$ cat src/logic/ausb_pkg.sv
// constants, register map and state types for the autobaud serial port
// assumes a single core clock and an avalon-mm register slave
package ausb_pkg;
  // register byte offsets, one aligned word each
  localparam logic [4:0] OFF_RX_STAT = 5'h00;
  localparam logic [4:0] OFF_RX_BUF = 5'h04;
  localparam logic [4:0] OFF_TX_BUF = 5'h08;
  localparam logic [4:0] OFF_TX_STAT = 5'h0C;
  localparam logic [4:0] OFF_BAUD_CTRL = 5'h10;
  localparam logic [4:0] OFF_DIV_LO = 5'h14;
  localparam logic [4:0] OFF_DIV_HI = 5'h18;
  localparam logic [4:0] OFF_FLAGS = 5'h1C;
  // receive_status_control fields
  localparam int B_PORT_EN = 7;
  localparam int B_RX9 = 6;
  localparam int B_CONTINUOUS_RECEIVE_ENABLE = 4;
  // transmit_status_control fields
  localparam int B_TX9 = 6;
  localparam int B_TRANSMIT_ENABLE = 5;
  localparam int B_SYNC = 4;
  localparam int B_HIGH = 2;
  localparam int B_TRANSMIT_NINTH_BIT = 0;
  // baud_control fields
  localparam int B_OVF = 7;
  localparam int B_WIDE = 3;
  localparam int B_WAKE = 1;
  localparam int B_MEAS = 0;
  // values after reset
  localparam logic [7:0] RST_BYTE = 8'h00;
  localparam logic RST_LO = 1'b0;
  localparam logic RST_HI = 1'b1;
  // cycle and tick counts
  localparam logic [3:0] SMP_LAST = 4'hF;
  localparam logic [3:0] SMP_HALF = 4'h7;
  localparam logic [3:0] RX_LAST8 = 4'h7;
  localparam logic [3:0] RX_LAST9 = 4'h8;
  localparam logic [3:0] TX_LAST8 = 4'h9;
  localparam logic [3:0] TX_LAST9 = 4'hA;
  localparam logic [2:0] MEAS_EDGE_LAST = 3'h4;
  localparam logic [1:0] X64_SUB_LAST = 2'h3;
  localparam logic [9:0] MEAS_PRE_CLR = 10'h1FF;
  localparam logic [9:0] MEAS_PRE_ONE = 10'h07F;
  localparam logic [9:0] MEAS_PRE_BOTH = 10'h01F;
  typedef enum logic [1:0] {MEAS_IDLE, MEAS_START, MEAS_RISE, MEAS_COUNT}
    ausb_meas_t;
  typedef enum logic [1:0] {RX_IDLE, RX_START, RX_DATA, RX_STOP} ausb_rx_t;
  typedef enum logic {TX_IDLE, TX_SHIFT} ausb_tx_t;
endpackage

$ cat src/logic/ausb_baud_if.sv
// bundle between the port core and its baud generator
// assumes both ends share the core clock
`timescale 1ns/1ps
interface ausb_baud_if;
  logic [15:0] divisor;
  logic wide;
  logic high;
  logic measuring;
  logic sample_tick;
  logic meas_tick;
  modport core (output divisor, wide, high, measuring,
                input sample_tick, meas_tick);
  modport gen (input divisor, wide, high, measuring,
               output sample_tick, meas_tick);
endinterface

$ cat src/logic/ausb_sync.sv
// three-stage synchroniser for the receive pin
// assumes the pin idles high
`timescale 1ns/1ps
module ausb_sync (
  // clock and reset
  input wire logic i_core_clk,
  input wire logic i_rst_n,
  // pin and clean level
  input wire logic i_async,
  output logic o_level
);
  logic s1_reg;
  logic s2_reg;
  logic s3_reg;
  logic lvl_reg;
  wire agree = (s2_reg == s3_reg);

  always_ff @(posedge i_core_clk or negedge i_rst_n) begin
    if (!i_rst_n) begin
      s1_reg <= ausb_pkg::RST_HI;
      s2_reg <= ausb_pkg::RST_HI;
      s3_reg <= ausb_pkg::RST_HI;
      lvl_reg <= ausb_pkg::RST_HI;
    end else begin
      s1_reg <= i_async;
      s2_reg <= s1_reg;
      s3_reg <= s2_reg;
      lvl_reg <= agree ? s3_reg : lvl_reg;
    end
  end
  assign o_level = lvl_reg;
endmodule // ausb_sync

$ cat src/logic/ausb_baud.sv
// baud generator: sample ticks in normal use, counter clock when measuring
// assumes the divisor only changes between frames
`timescale 1ns/1ps
module ausb_baud (
  // clock and reset
  input wire logic i_core_clk,
  input wire logic i_rst_n,
  // core side
  ausb_baud_if.gen bif
);
  logic [15:0] cnt_reg;
  logic [1:0] sub_reg;
  logic [9:0] pre_reg;
  logic smp_reg;
  logic meas_reg;
  // narrow mode ignores the high divisor byte
  wire [15:0] reload = bif.wide ? bif.divisor : {8'h00, bif.divisor[7:0]};
  wire raw_tick = (cnt_reg == 16'h0000);
  wire x64 = ~bif.wide & ~bif.high;
  wire both = bif.wide & bif.high;
  wire one = bif.wide ^ bif.high;
  wire [9:0] pre_last = both ? ausb_pkg::MEAS_PRE_BOTH :
    (one ? ausb_pkg::MEAS_PRE_ONE : ausb_pkg::MEAS_PRE_CLR);
  // >= so a select change mid-count cannot stall the prescaler
  wire pre_hit = (pre_reg >= pre_last);
  wire smp_next = raw_tick & ~bif.measuring &
    (~x64 | (sub_reg == ausb_pkg::X64_SUB_LAST));

  always_ff @(posedge i_core_clk or negedge i_rst_n) begin
    if (!i_rst_n) begin
      cnt_reg <= 16'h0000;
      sub_reg <= 2'h0;
      pre_reg <= 10'h000;
      smp_reg <= ausb_pkg::RST_LO;
      meas_reg <= ausb_pkg::RST_LO;
    end else begin
      cnt_reg <= (raw_tick | bif.measuring) ? reload : cnt_reg - 16'h0001;
      sub_reg <= raw_tick ? sub_reg + 2'h1 : sub_reg;
      pre_reg <= (~bif.measuring | pre_hit) ? 10'h000 : pre_reg + 10'h001;
      smp_reg <= smp_next;
      meas_reg <= bif.measuring & pre_hit;
    end
  end
  assign bif.sample_tick = smp_reg;
  assign bif.meas_tick = meas_reg;
endmodule // ausb_baud

$ cat src/logic/ausb_top.sv
// serial port with automatic bit-rate measurement, avalon-mm slave
// assumes a master that holds each request until waitrequest is low
//
// Design decisions made here: register access over Avalon-MM and the address map.
`timescale 1ns/1ps
// How it works
// - measure only in async mode, wake clear
// - measure enable clears counter, awaits start bit
// - count from first rising receive edge
// - fifth rising edge: keep count, clear enable
// - counter wrap sets overflow, measurement continues
// - measure clock is one eighth normal rate; with wide and high both set it is one half (osc/32 against x16)
// - measure clock osc/512, /128 or /32
// - measurement always uses full 16-bit counter
// - receiver idle; ready flag at fifth edge
// - wake plus measure: measure after break
// - async frame: start, 8/9 data, stop
// - lsb first, shared framing and rate
// - generator tick at x16 or x64
// - no parity; ninth bit passes through
// - shifter reloads only after stop bit
// - transfer one cycle, then empty flag sets
// - empty flag clears second cycle after write
// - read-only shifter empty status bit
// - transmit enable sets empty flag; ninth bit
// - receiver samples at x16 baud
module ausb_top (
  // clock and reset
  input wire logic i_core_clk,
  input wire logic i_rst_n,
  // avalon-mm register slave
  input wire logic [4:0] i_avs_address,
  input wire logic i_avs_read,
  input wire logic i_avs_write,
  input wire logic [31:0] i_avs_writedata,
  input wire logic [3:0] i_avs_byteenable,
  output logic [31:0] o_avs_readdata,
  output logic o_avs_waitrequest,
  // serial lines
  input wire logic i_rx_line,
  output logic o_tx_line,
  // event flags
  output logic o_receive_ready,
  output logic o_transmit_empty
);
  // control and status
  logic port_en_reg, rx9_reg, continuous_receive_enable_reg, framing_error_reg, overrun_error_reg, rx_ninth_reg;
  logic tx9_reg, transmit_enable_reg, sync_reg, high_reg, tx_ninth_reg;
  logic ovf_reg, wide_reg, wake_reg, wake_seen_reg, meas_en_reg;
  logic [7:0] div_lo_reg, div_hi_reg, rx_buf_reg, tx_buf_reg;
  logic tx_full_reg, tx_flag_reg, rx_ready_reg;
  logic wait_reg;
  logic [31:0] rdata_reg;
  logic rx_prev_reg;
  logic tx_line_reg;
  logic [2:0] edge_cnt_reg;
  logic [3:0] rx_smp_reg, rx_bit_reg, tx_smp_reg, tx_bit_reg;
  logic [8:0] rx_shift_reg;
  logic [10:0] tx_shift_reg;
  ausb_pkg::ausb_meas_t meas_state, meas_next;
  ausb_pkg::ausb_rx_t rx_state, rx_next;
  ausb_pkg::ausb_tx_t tx_state;
  logic rx_s;

  ausb_baud_if bif ();
  ausb_baud u_baud (
    .i_core_clk(i_core_clk),
    .i_rst_n(i_rst_n),
    .bif(bif.gen)
  );
  ausb_sync u_rx_sync (
    .i_core_clk(i_core_clk),
    .i_rst_n(i_rst_n),
    .i_async(i_rx_line),
    .o_level(rx_s)
  );

  // bus decode: one wait cycle, access at the edge with waitrequest low
  wire req = i_avs_read | i_avs_write;
  wire acc = req & ~wait_reg;
  wire wr = acc & i_avs_write & i_avs_byteenable[0];
  wire rd = acc & i_avs_read;
  wire [7:0] wd = i_avs_writedata[7:0];
  wire [4:0] ad = i_avs_address;
  wire wr_rx_stat = wr & (ad == ausb_pkg::OFF_RX_STAT);
  wire wr_tx_buf = wr & (ad == ausb_pkg::OFF_TX_BUF);
  wire wr_tx_stat = wr & (ad == ausb_pkg::OFF_TX_STAT);
  wire wr_baud = wr & (ad == ausb_pkg::OFF_BAUD_CTRL);
  wire wr_div_lo = wr & (ad == ausb_pkg::OFF_DIV_LO);
  wire wr_div_hi = wr & (ad == ausb_pkg::OFF_DIV_HI);
  wire rd_rx_buf = rd & (ad == ausb_pkg::OFF_RX_BUF);

  wire shifter_empty = (tx_state == ausb_pkg::TX_IDLE);
  wire rx_idle = (rx_state == ausb_pkg::RX_IDLE);
  wire [7:0] rx_stat_val = {port_en_reg, rx9_reg, 1'b0, continuous_receive_enable_reg, 1'b0,
                            framing_error_reg, overrun_error_reg, rx_ninth_reg};
  wire [7:0] tx_stat_val = {1'b0, tx9_reg, transmit_enable_reg, sync_reg, 1'b0,
                            high_reg, shifter_empty, tx_ninth_reg};
  wire [7:0] baud_val = {ovf_reg, rx_idle, 2'b00, wide_reg, 1'b0,
                         wake_reg, meas_en_reg};
  wire [7:0] flags_val = {6'h00, rx_ready_reg, tx_flag_reg};
  // unmapped offsets read as zero
  wire [7:0] rmux =
    (ad == ausb_pkg::OFF_RX_STAT) ? rx_stat_val :
    (ad == ausb_pkg::OFF_RX_BUF) ? rx_buf_reg :
    (ad == ausb_pkg::OFF_TX_BUF) ? tx_buf_reg :
    (ad == ausb_pkg::OFF_TX_STAT) ? tx_stat_val :
    (ad == ausb_pkg::OFF_BAUD_CTRL) ? baud_val :
    (ad == ausb_pkg::OFF_DIV_LO) ? div_lo_reg :
    (ad == ausb_pkg::OFF_DIV_HI) ? div_hi_reg :
    (ad == ausb_pkg::OFF_FLAGS) ? flags_val : 8'h00;

  always_ff @(posedge i_core_clk or negedge i_rst_n) begin
    if (!i_rst_n) begin
      wait_reg <= ausb_pkg::RST_HI;
      rdata_reg <= 32'h0000_0000;
    end else begin
      wait_reg <= ~(req & wait_reg);
      rdata_reg <= (req & wait_reg) ? {24'h000000, rmux} : rdata_reg;
    end
  end

  // line edges
  wire rx_rise = rx_s & ~rx_prev_reg;
  wire rx_fall = ~rx_s & rx_prev_reg;

  // rate measurement
  wire [15:0] meas_cnt = {div_hi_reg, div_lo_reg};
  wire [15:0] meas_inc = meas_cnt + 16'h0001;
  wire meas_go = wr_baud & wd[ausb_pkg::B_MEAS] &
                 (meas_state == ausb_pkg::MEAS_IDLE);
  wire meas_allowed = ~sync_reg & ~wake_reg;
  wire meas_counting = (meas_state == ausb_pkg::MEAS_COUNT);
  wire meas_tick = meas_counting & bif.meas_tick;
  wire meas_done = meas_counting & rx_rise &
                   (edge_cnt_reg == ausb_pkg::MEAS_EDGE_LAST);
  wire meas_wrap = meas_tick & (meas_cnt == 16'hFFFF);
  // the first rise leaves MEAS_RISE, so it must be counted there too
  wire meas_edge = rx_rise &
                   (meas_counting | (meas_state == ausb_pkg::MEAS_RISE));

  always_comb begin
    meas_next = meas_state;
    unique case (meas_state)
      ausb_pkg::MEAS_IDLE: begin
        if (meas_go) begin
          meas_next = ausb_pkg::MEAS_START;
        end
      end
      ausb_pkg::MEAS_START: begin
        if (!meas_en_reg) begin
          meas_next = ausb_pkg::MEAS_IDLE;
        end else if (meas_allowed & rx_fall) begin
          meas_next = ausb_pkg::MEAS_RISE;
        end
      end
      ausb_pkg::MEAS_RISE: begin
        if (!meas_en_reg) begin
          meas_next = ausb_pkg::MEAS_IDLE;
        end else if (rx_rise) begin
          meas_next = ausb_pkg::MEAS_COUNT;
        end
      end
      ausb_pkg::MEAS_COUNT: begin
        if (!meas_en_reg | meas_done) begin
          meas_next = ausb_pkg::MEAS_IDLE;
        end
      end
    endcase
  end

  assign bif.divisor = meas_cnt;
  assign bif.wide = wide_reg;
  assign bif.high = high_reg;
  assign bif.measuring = meas_counting;

  // receiver
  wire rx_on = port_en_reg & continuous_receive_enable_reg & ~sync_reg & ~wake_reg &
               ~meas_en_reg & ~overrun_error_reg;
  wire tick = bif.sample_tick;
  wire [3:0] rx_last = rx9_reg ? ausb_pkg::RX_LAST9 : ausb_pkg::RX_LAST8;
  wire rx_mid = tick & (rx_smp_reg == ausb_pkg::SMP_LAST);
  wire rx_done = (rx_state == ausb_pkg::RX_STOP) & rx_mid;
  wire ovr_set = rx_done & rx_ready_reg;
  wire rx_store = rx_done & ~rx_ready_reg;
  wire [7:0] rx_byte = rx9_reg ? rx_shift_reg[7:0] : rx_shift_reg[8:1];

  always_comb begin
    rx_next = rx_state;
    unique case (rx_state)
      ausb_pkg::RX_IDLE: begin
        if (~rx_s) begin
          rx_next = ausb_pkg::RX_START;
        end
      end
      ausb_pkg::RX_START: begin
        if (tick & (rx_smp_reg == ausb_pkg::SMP_HALF)) begin
          rx_next = rx_s ? ausb_pkg::RX_IDLE : ausb_pkg::RX_DATA;
        end
      end
      ausb_pkg::RX_DATA: begin
        if (rx_mid & (rx_bit_reg == rx_last)) begin
          rx_next = ausb_pkg::RX_STOP;
        end
      end
      ausb_pkg::RX_STOP: begin
        if (rx_mid) begin
          rx_next = ausb_pkg::RX_IDLE;
        end
      end
    endcase
    if (!rx_on) begin
      rx_next = ausb_pkg::RX_IDLE;
    end
  end

  wire rx_rst_smp = (rx_state != rx_next) | (rx_mid & ~rx_idle);
  wire rx_shift_en = (rx_state == ausb_pkg::RX_DATA) & rx_mid;

  // transmitter
  wire tx_on = port_en_reg & transmit_enable_reg & ~sync_reg;
  wire tx_load = shifter_empty & tx_full_reg & tx_on;
  wire [3:0] tx_last = tx9_reg ? ausb_pkg::TX_LAST9 : ausb_pkg::TX_LAST8;
  wire tx_bit_end = tick & (tx_smp_reg == ausb_pkg::SMP_LAST);
  wire tx_stop_out = tx_bit_end & (tx_bit_reg == tx_last);
  // ninth bit is whatever software stored; no parity is made here
  wire tx_ninth = tx9_reg ? tx_ninth_reg : 1'b1;
  wire [10:0] tx_frame = {1'b1, tx_ninth, tx_buf_reg, 1'b0};

  always_ff @(posedge i_core_clk or negedge i_rst_n) begin
    if (!i_rst_n) begin
      meas_state <= ausb_pkg::MEAS_IDLE;
      rx_state <= ausb_pkg::RX_IDLE;
      tx_state <= ausb_pkg::TX_IDLE;
      rx_prev_reg <= ausb_pkg::RST_HI;
      edge_cnt_reg <= 3'h0;
      rx_smp_reg <= 4'h0;
      rx_bit_reg <= 4'h0;
      rx_shift_reg <= 9'h000;
      tx_smp_reg <= 4'h0;
      tx_bit_reg <= 4'h0;
      tx_shift_reg <= 11'h7FF;
      tx_line_reg <= ausb_pkg::RST_HI;
    end else begin
      meas_state <= meas_next;
      rx_state <= rx_next;
      rx_prev_reg <= rx_s;
      if (meas_next == ausb_pkg::MEAS_RISE) begin
        edge_cnt_reg <= 3'h0;
      end else if (meas_edge) begin
        edge_cnt_reg <= edge_cnt_reg + 3'h1;
      end
      rx_smp_reg <= rx_rst_smp ? 4'h0 : (tick ? rx_smp_reg + 4'h1 : rx_smp_reg);
      if (rx_state == ausb_pkg::RX_START) begin
        rx_bit_reg <= 4'h0;
      end else if (rx_shift_en) begin
        rx_bit_reg <= rx_bit_reg + 4'h1;
      end
      if (rx_shift_en) begin
        rx_shift_reg <= {rx_s, rx_shift_reg[8:1]};
      end
      if (!tx_on) begin
        tx_state <= ausb_pkg::TX_IDLE;
      end else if (tx_load) begin
        tx_state <= ausb_pkg::TX_SHIFT;
      end else if (tx_stop_out) begin
        tx_state <= ausb_pkg::TX_IDLE;
      end
      if (tx_load) begin
        tx_shift_reg <= tx_frame;
        tx_smp_reg <= 4'h0;
        tx_bit_reg <= 4'h0;
      end else if (tick) begin
        tx_smp_reg <= tx_smp_reg + 4'h1;
        if (tx_bit_end) begin
          tx_shift_reg <= {1'b1, tx_shift_reg[10:1]};
          tx_bit_reg <= tx_bit_reg + 4'h1;
        end
      end
      tx_line_reg <= shifter_empty | tx_shift_reg[0];
    end
  end

  // software-visible registers
  always_ff @(posedge i_core_clk or negedge i_rst_n) begin
    if (!i_rst_n) begin
      {port_en_reg, rx9_reg, continuous_receive_enable_reg} <= {3{ausb_pkg::RST_LO}};
      {tx9_reg, transmit_enable_reg, sync_reg, high_reg} <= {4{ausb_pkg::RST_LO}};
      {tx_ninth_reg, wide_reg, wake_reg} <= {3{ausb_pkg::RST_LO}};
      {wake_seen_reg, meas_en_reg, ovf_reg} <= {3{ausb_pkg::RST_LO}};
      {framing_error_reg, overrun_error_reg, rx_ninth_reg} <= {3{ausb_pkg::RST_LO}};
      {tx_full_reg, tx_flag_reg, rx_ready_reg} <= {3{ausb_pkg::RST_LO}};
      div_lo_reg <= ausb_pkg::RST_BYTE;
      div_hi_reg <= ausb_pkg::RST_BYTE;
      rx_buf_reg <= ausb_pkg::RST_BYTE;
      tx_buf_reg <= ausb_pkg::RST_BYTE;
    end else begin
      if (wr_rx_stat) begin
        port_en_reg <= wd[ausb_pkg::B_PORT_EN];
        rx9_reg <= wd[ausb_pkg::B_RX9];
        continuous_receive_enable_reg <= wd[ausb_pkg::B_CONTINUOUS_RECEIVE_ENABLE];
      end
      if (wr_tx_stat) begin
        tx9_reg <= wd[ausb_pkg::B_TX9];
        transmit_enable_reg <= wd[ausb_pkg::B_TRANSMIT_ENABLE];
        sync_reg <= wd[ausb_pkg::B_SYNC];
        high_reg <= wd[ausb_pkg::B_HIGH];
        tx_ninth_reg <= wd[ausb_pkg::B_TRANSMIT_NINTH_BIT];
      end
      if (wr_baud) begin
        wide_reg <= wd[ausb_pkg::B_WIDE];
      end
      // wake clears itself on the rising edge that ends the break
      if (wake_reg & wake_seen_reg & rx_rise) begin
        wake_reg <= ausb_pkg::RST_LO;
      end else if (wr_baud) begin
        wake_reg <= wd[ausb_pkg::B_WAKE];
      end
      wake_seen_reg <= wake_reg & (wake_seen_reg | rx_fall) & ~rx_rise;
      if (meas_done) begin
        meas_en_reg <= ausb_pkg::RST_LO;
      end else if (wr_baud) begin
        meas_en_reg <= wd[ausb_pkg::B_MEAS];
      end
      ovf_reg <= meas_wrap | (wr_baud ? wd[ausb_pkg::B_OVF] : ovf_reg);
      // measurement owns the divisor pair while it runs
      if (meas_go) begin
        {div_hi_reg, div_lo_reg} <= 16'h0000;
      end else if (meas_tick) begin
        {div_hi_reg, div_lo_reg} <= meas_inc;
      end else if (meas_state == ausb_pkg::MEAS_IDLE) begin
        div_lo_reg <= wr_div_lo ? wd : div_lo_reg;
        div_hi_reg <= wr_div_hi ? wd : div_hi_reg;
      end
      if (rx_store) begin
        rx_buf_reg <= rx_byte;
        rx_ninth_reg <= rx9_reg & rx_shift_reg[8];
        framing_error_reg <= ~rx_s;
      end
      overrun_error_reg <= (overrun_error_reg | ovr_set) & continuous_receive_enable_reg;
      rx_ready_reg <= rx_store | meas_done | (rx_ready_reg & ~rd_rx_buf);
      if (wr_tx_buf) begin
        tx_buf_reg <= wd;
      end
      tx_full_reg <= wr_tx_buf | (tx_full_reg & ~tx_load);
      tx_flag_reg <= transmit_enable_reg & ~tx_full_reg;
    end
  end

  assign o_avs_readdata = rdata_reg;
  assign o_avs_waitrequest = wait_reg;
  assign o_tx_line = tx_line_reg;
  assign o_receive_ready = rx_ready_reg;
  assign o_transmit_empty = tx_flag_reg;
endmodule // ausb_top

$ cat config.mk
export PLATFORM = sky130hd
export DESIGN_NAME = ausb_top
export DESIGN_NICKNAME = d
export VERILOG_FILES = /design/src/logic/ausb_pkg.sv /design/src/logic/ausb_baud_if.sv /design/src/logic/ausb_sync.sv /design/src/logic/ausb_baud.sv /design/src/logic/ausb_top.sv
export SDC_FILE = /design/constraint.sdc
export NUM_CORES = 1
export LEC_CHECK = 0
export ABC_AREA = 0
export BUFFER_PORTS_ARGS = -buffer_cell sky130_fd_sc_hd__buf_4
export CELL_PAD_IN_SITES_DETAIL_PLACEMENT = 0
export CELL_PAD_IN_SITES_GLOBAL_PLACEMENT = 1
export CORE_MARGIN = 2
export CORE_UTILIZATION = 41
export CTS_BUF_LIST = sky130_fd_sc_hd__clkbuf_16
export DETAILED_ROUTE_END_ITERATION = 10
export PLACE_DENSITY_LB_ADDON = 0.1
export SYNTH_ARGS = -nofsm -noshare
export SYNTH_HDL_FRONTEND = slang
export SYNTH_SLANG_ARGS = --single-unit
$ cat constraint.sdc
create_clock -name i_core_clk -period 2.11 [get_ports i_core_clk]
set_clock_uncertainty 0.2 [all_clocks]
set_input_delay 0.1055 -clock i_core_clk [delete_from_list [all_inputs] [get_ports i_core_clk]]
set_output_delay 0.1055 -clock i_core_clk [all_outputs]
set_load 0.03 [all_outputs]
==> run_results.csv <==
group,metric,value,unit
floorplan,dieWidth,138,µm
cells_and_area,finalNonFillerCells,1081,
sta,min_period_over_period,98.2,%
floorplan,row_count,49,
route,route.antenna.remaining_nets,0,
cells_and_area,layout_commonest_cell,"dfrtp_1",
clocking,clk_latency,430,ps
yosys,async_flop_share,100,%
route,remaining_drc_errors,0,
setup_path,regToRegStartpoint,"rx_smp_reg[0]",
cells_and_area,n_antenna_cell,0,
yosys,synth_compound_area_share,12.7,%
route,wl,18.7,mm
sta,setup_viol,0,
setup_path,crit_type,"reg -> reg",
sta,timing_hold_violations_final,0,
setup_path,regToRegSetupSlack,40,ps
sta,clock.fmax,483,MHz
cells_and_area,syn_to_final_growth,20.2,%
yosys,synth_simple_gate_area_share,19.7,%
outcome,status,"finished, final reports clean",
clocking,clock_sinks,139,
floorplan,die_h,138,µm
route,vias_per_cell,5.49,
cells_and_area,layout_common_cells,"dfrtp_1, buf_4, nand2_1, o21ai_0, nor2_1",
setup_path,start_kind,"flip-flop",
route,avgRoutedWirePerCell,17.3,µm
place,dp_hpwl,13.6,mm
global_route,grt_remaining_overflow,0,
yosys,yosys-mux-area-fraction,8.71,%
yosys,synth_top_family_by_area,"simple AND/OR/NAND/NOR gates",
yosys,synth-seq-cells,139,
yosys,ys_warn_count,0,
sta,timing.final.crit_period,2070,ps
place,gp_congestion,0.880,
cells_and_area,fin_nets,899,
place,io_buffers,30,
setup_path,cp.arrival,2180,ps
floorplan,design.portCount,82,
route,drtIter0Drc,367,
power_and_ir_drop,p_leak,3.99,nW
yosys,syn_avg_cell_area,9.74,µm²
cells_and_area,largest_reg_flops,16,
place,place_inst,1030,
sta,setup_tns,0,ps
route,drtPass1Iterations,6,
sta,drv_slew,0,
power_and_ir_drop,ir_worst_vdd,586,µV
clocking,htreeDepth,4,
yosys,dominantRegCellSynth,"dfrtp_1",
setup_path,cpMaxStageDelayCell,"or4_4",
setup_path,reg2reg_to,"rx_smp_reg[1]",
global_route,grt_pass1_vias,5833,
power_and_ir_drop,power.density,824,nW/µm²
clocking,clock_path_buffers,2,
yosys,synth_top_area_share,41.2,%
cells_and_area,layout-drive-gt1-share,22.4,%
clocking,clk_pin_slew,60,ps
yosys,synthTopCellsByArea,"dfrtp_1, dfstp_2, o21ai_0, mux2_2, nand2_1",
yosys,synth_fa_ha_area_share,2.50,%
clocking,cts_tree,"done",
floorplan,initial_core_util,41.5,%
yosys,synth_top_area_cell,"dfrtp_1",
setup_path,reg2reg_depth,6,
floorplan,core_area,17800,µm²
yosys,synth-edff-count,0,
clocking,clock-root-buffer,"clkbuf_16",
setup_path,critPathMaxFanout,4,
global_route,antenna_found_initial,0,
global_route,grt_usage,20.2,%
job,drv_cap,0,
setup_path,crit_required,2220,ps
setup_path,path_delay_family,"simple AND/OR/NAND/NOR gates",
yosys,syn-cell-area,7410,µm²
clocking,cts_buffers,17,
global_route,grt_first_pass_wirelength,30.8,mm
global_route,grt_max_degree,77,
setup_path,worst_setup_path_end_kind,"flip-flop",
route,num_vias,5935,
setup_path,path_buf_inv,0,
yosys,netlist_instances,761,
yosys,synth.yosys.seq_area_share,47.2,%
setup_path,max_stage_delay,540,ps
floorplan,dieArea,19200,µm²
yosys,synth_xor_area_share,3.66,%
yosys,ys_types,79,
worst_hold_path,worstHoldPathType,"in -> async",
setup_path,path_cells,"ha_2, and4_4, nand2_2, or4_4, nand4_1, nor3_2",
layer usage:
layer  part of all wire [%]  routed length (µm)  track usage (%)
met1                     46                8700             28.0
met2                     47                8790             32.0
met3                    5.0                 938             4.09
met4                    1.6                 305             6.34
met5                      0                   0                0
power by group:
part,internal (W),leakage (nW),switching [W],total (W)
Sequential,0.00296,1.79,0.000335,0.00330
Clock,0.00171,0.268,0.00115,0.00286
Combinational,0.000559,1.93,0.000622,0.00118
Total,0.00523,3.99,0.00211,0.00734
how the worst max path moves through the flow:
| stage | from | endpoint | slack (ps) | cells after the start |
|---|---|---|---|---|
| after floorplan | bif.wide | u_baud.pre_reg[9] | 30 | 6 |
| after global placement | bif.wide | u_baud.pre_reg[9] | 70 | 6 |
| after detailed placement | bif.wide | u_baud.pre_reg[9] | 20 | 6 |
| after CTS | bif.wide | u_baud.pre_reg[9] | 0.0009 | 6 |
| after global routing | rx_smp_reg[0] | rx_smp_reg[2] | -30 | 6 |
| final | rx_smp_reg[0] | rx_smp_reg[1] | 40 | 6 |
worst min-delay path, cell delays in order:
cell	delay (ps)
dlygate4sd3_1	550
buf_6	120
buf_12	270
repair_timing:
item	in CTS	in global routing
hold buffers	15	0
resized for setup	0	16
endpoints found under the hold margin	185	0
endpoints found under the setup margin	0	31
buffers inserted	0	4
layout make-up:
class | instances | area (µm²)
repair buffers | 99 | 822
flip-flops and latches | 139 | 3500
clock inverters | 15 | 135
multi-input cells | 565 | 3680
inverters | 17 | 63.8
well taps | 229 | 287
clock buffers | 17 | 425
fillers | 1656 | 8930
stage by stage:
| step | instance area [µm²] | hold WS [ps] | utilization [%] | worst slack [ps] | power (W) |
|---|---|---|---|---|---|
| 6_report | 8910 | 27.3 | 49.9 | 37.5 | 0.00734 |
| 5_1_grt | 8910 | 58.3 | 49.9 | -34.7 | 0.00772 |
| 4_1_cts | 8820 | 24.1 | 49.4 | 0.000888 | 0.00736 |
| 3_5_place_dp | 8110 | -72.5 | 45.4 | 17.3 | 0.00444 |
| 3_3_place_gp | 8110 | -79.6 | 45.4 | 73.2 | 0.00440 |
| 2_1_floorplan | 7520 | -390 | - | 30.6 | 0.00404 |
synthesized netlist by cell type (all sizes together), types with 6 or more instances:
master / n
dfrtp: 122
nand2: 81
o21ai: 74
nor2: 56
nand3: 42
buf: 37
mux2: 31
a21oi: 27
mux2i: 27
nor3: 27
clkbuf: 26
xnor2: 18
dfstp: 17
inv: 17
ha: 14
nand4: 14
xor2: 13
nor2b: 10
and3: 9
a31oi: 8
nor4: 7
nor3b: 6
kinds of logic after synthesis:
group | count (synthesis)
DFF | 139
muxes | 59
adders and majority gates | 15
AOI/OAI and AO/OA | 154
and+or+nand+nor | 282
xor gates and xnor gates | 31
other | 1
buffers and inverters | 80
Power figures use the tool's default switching activity.
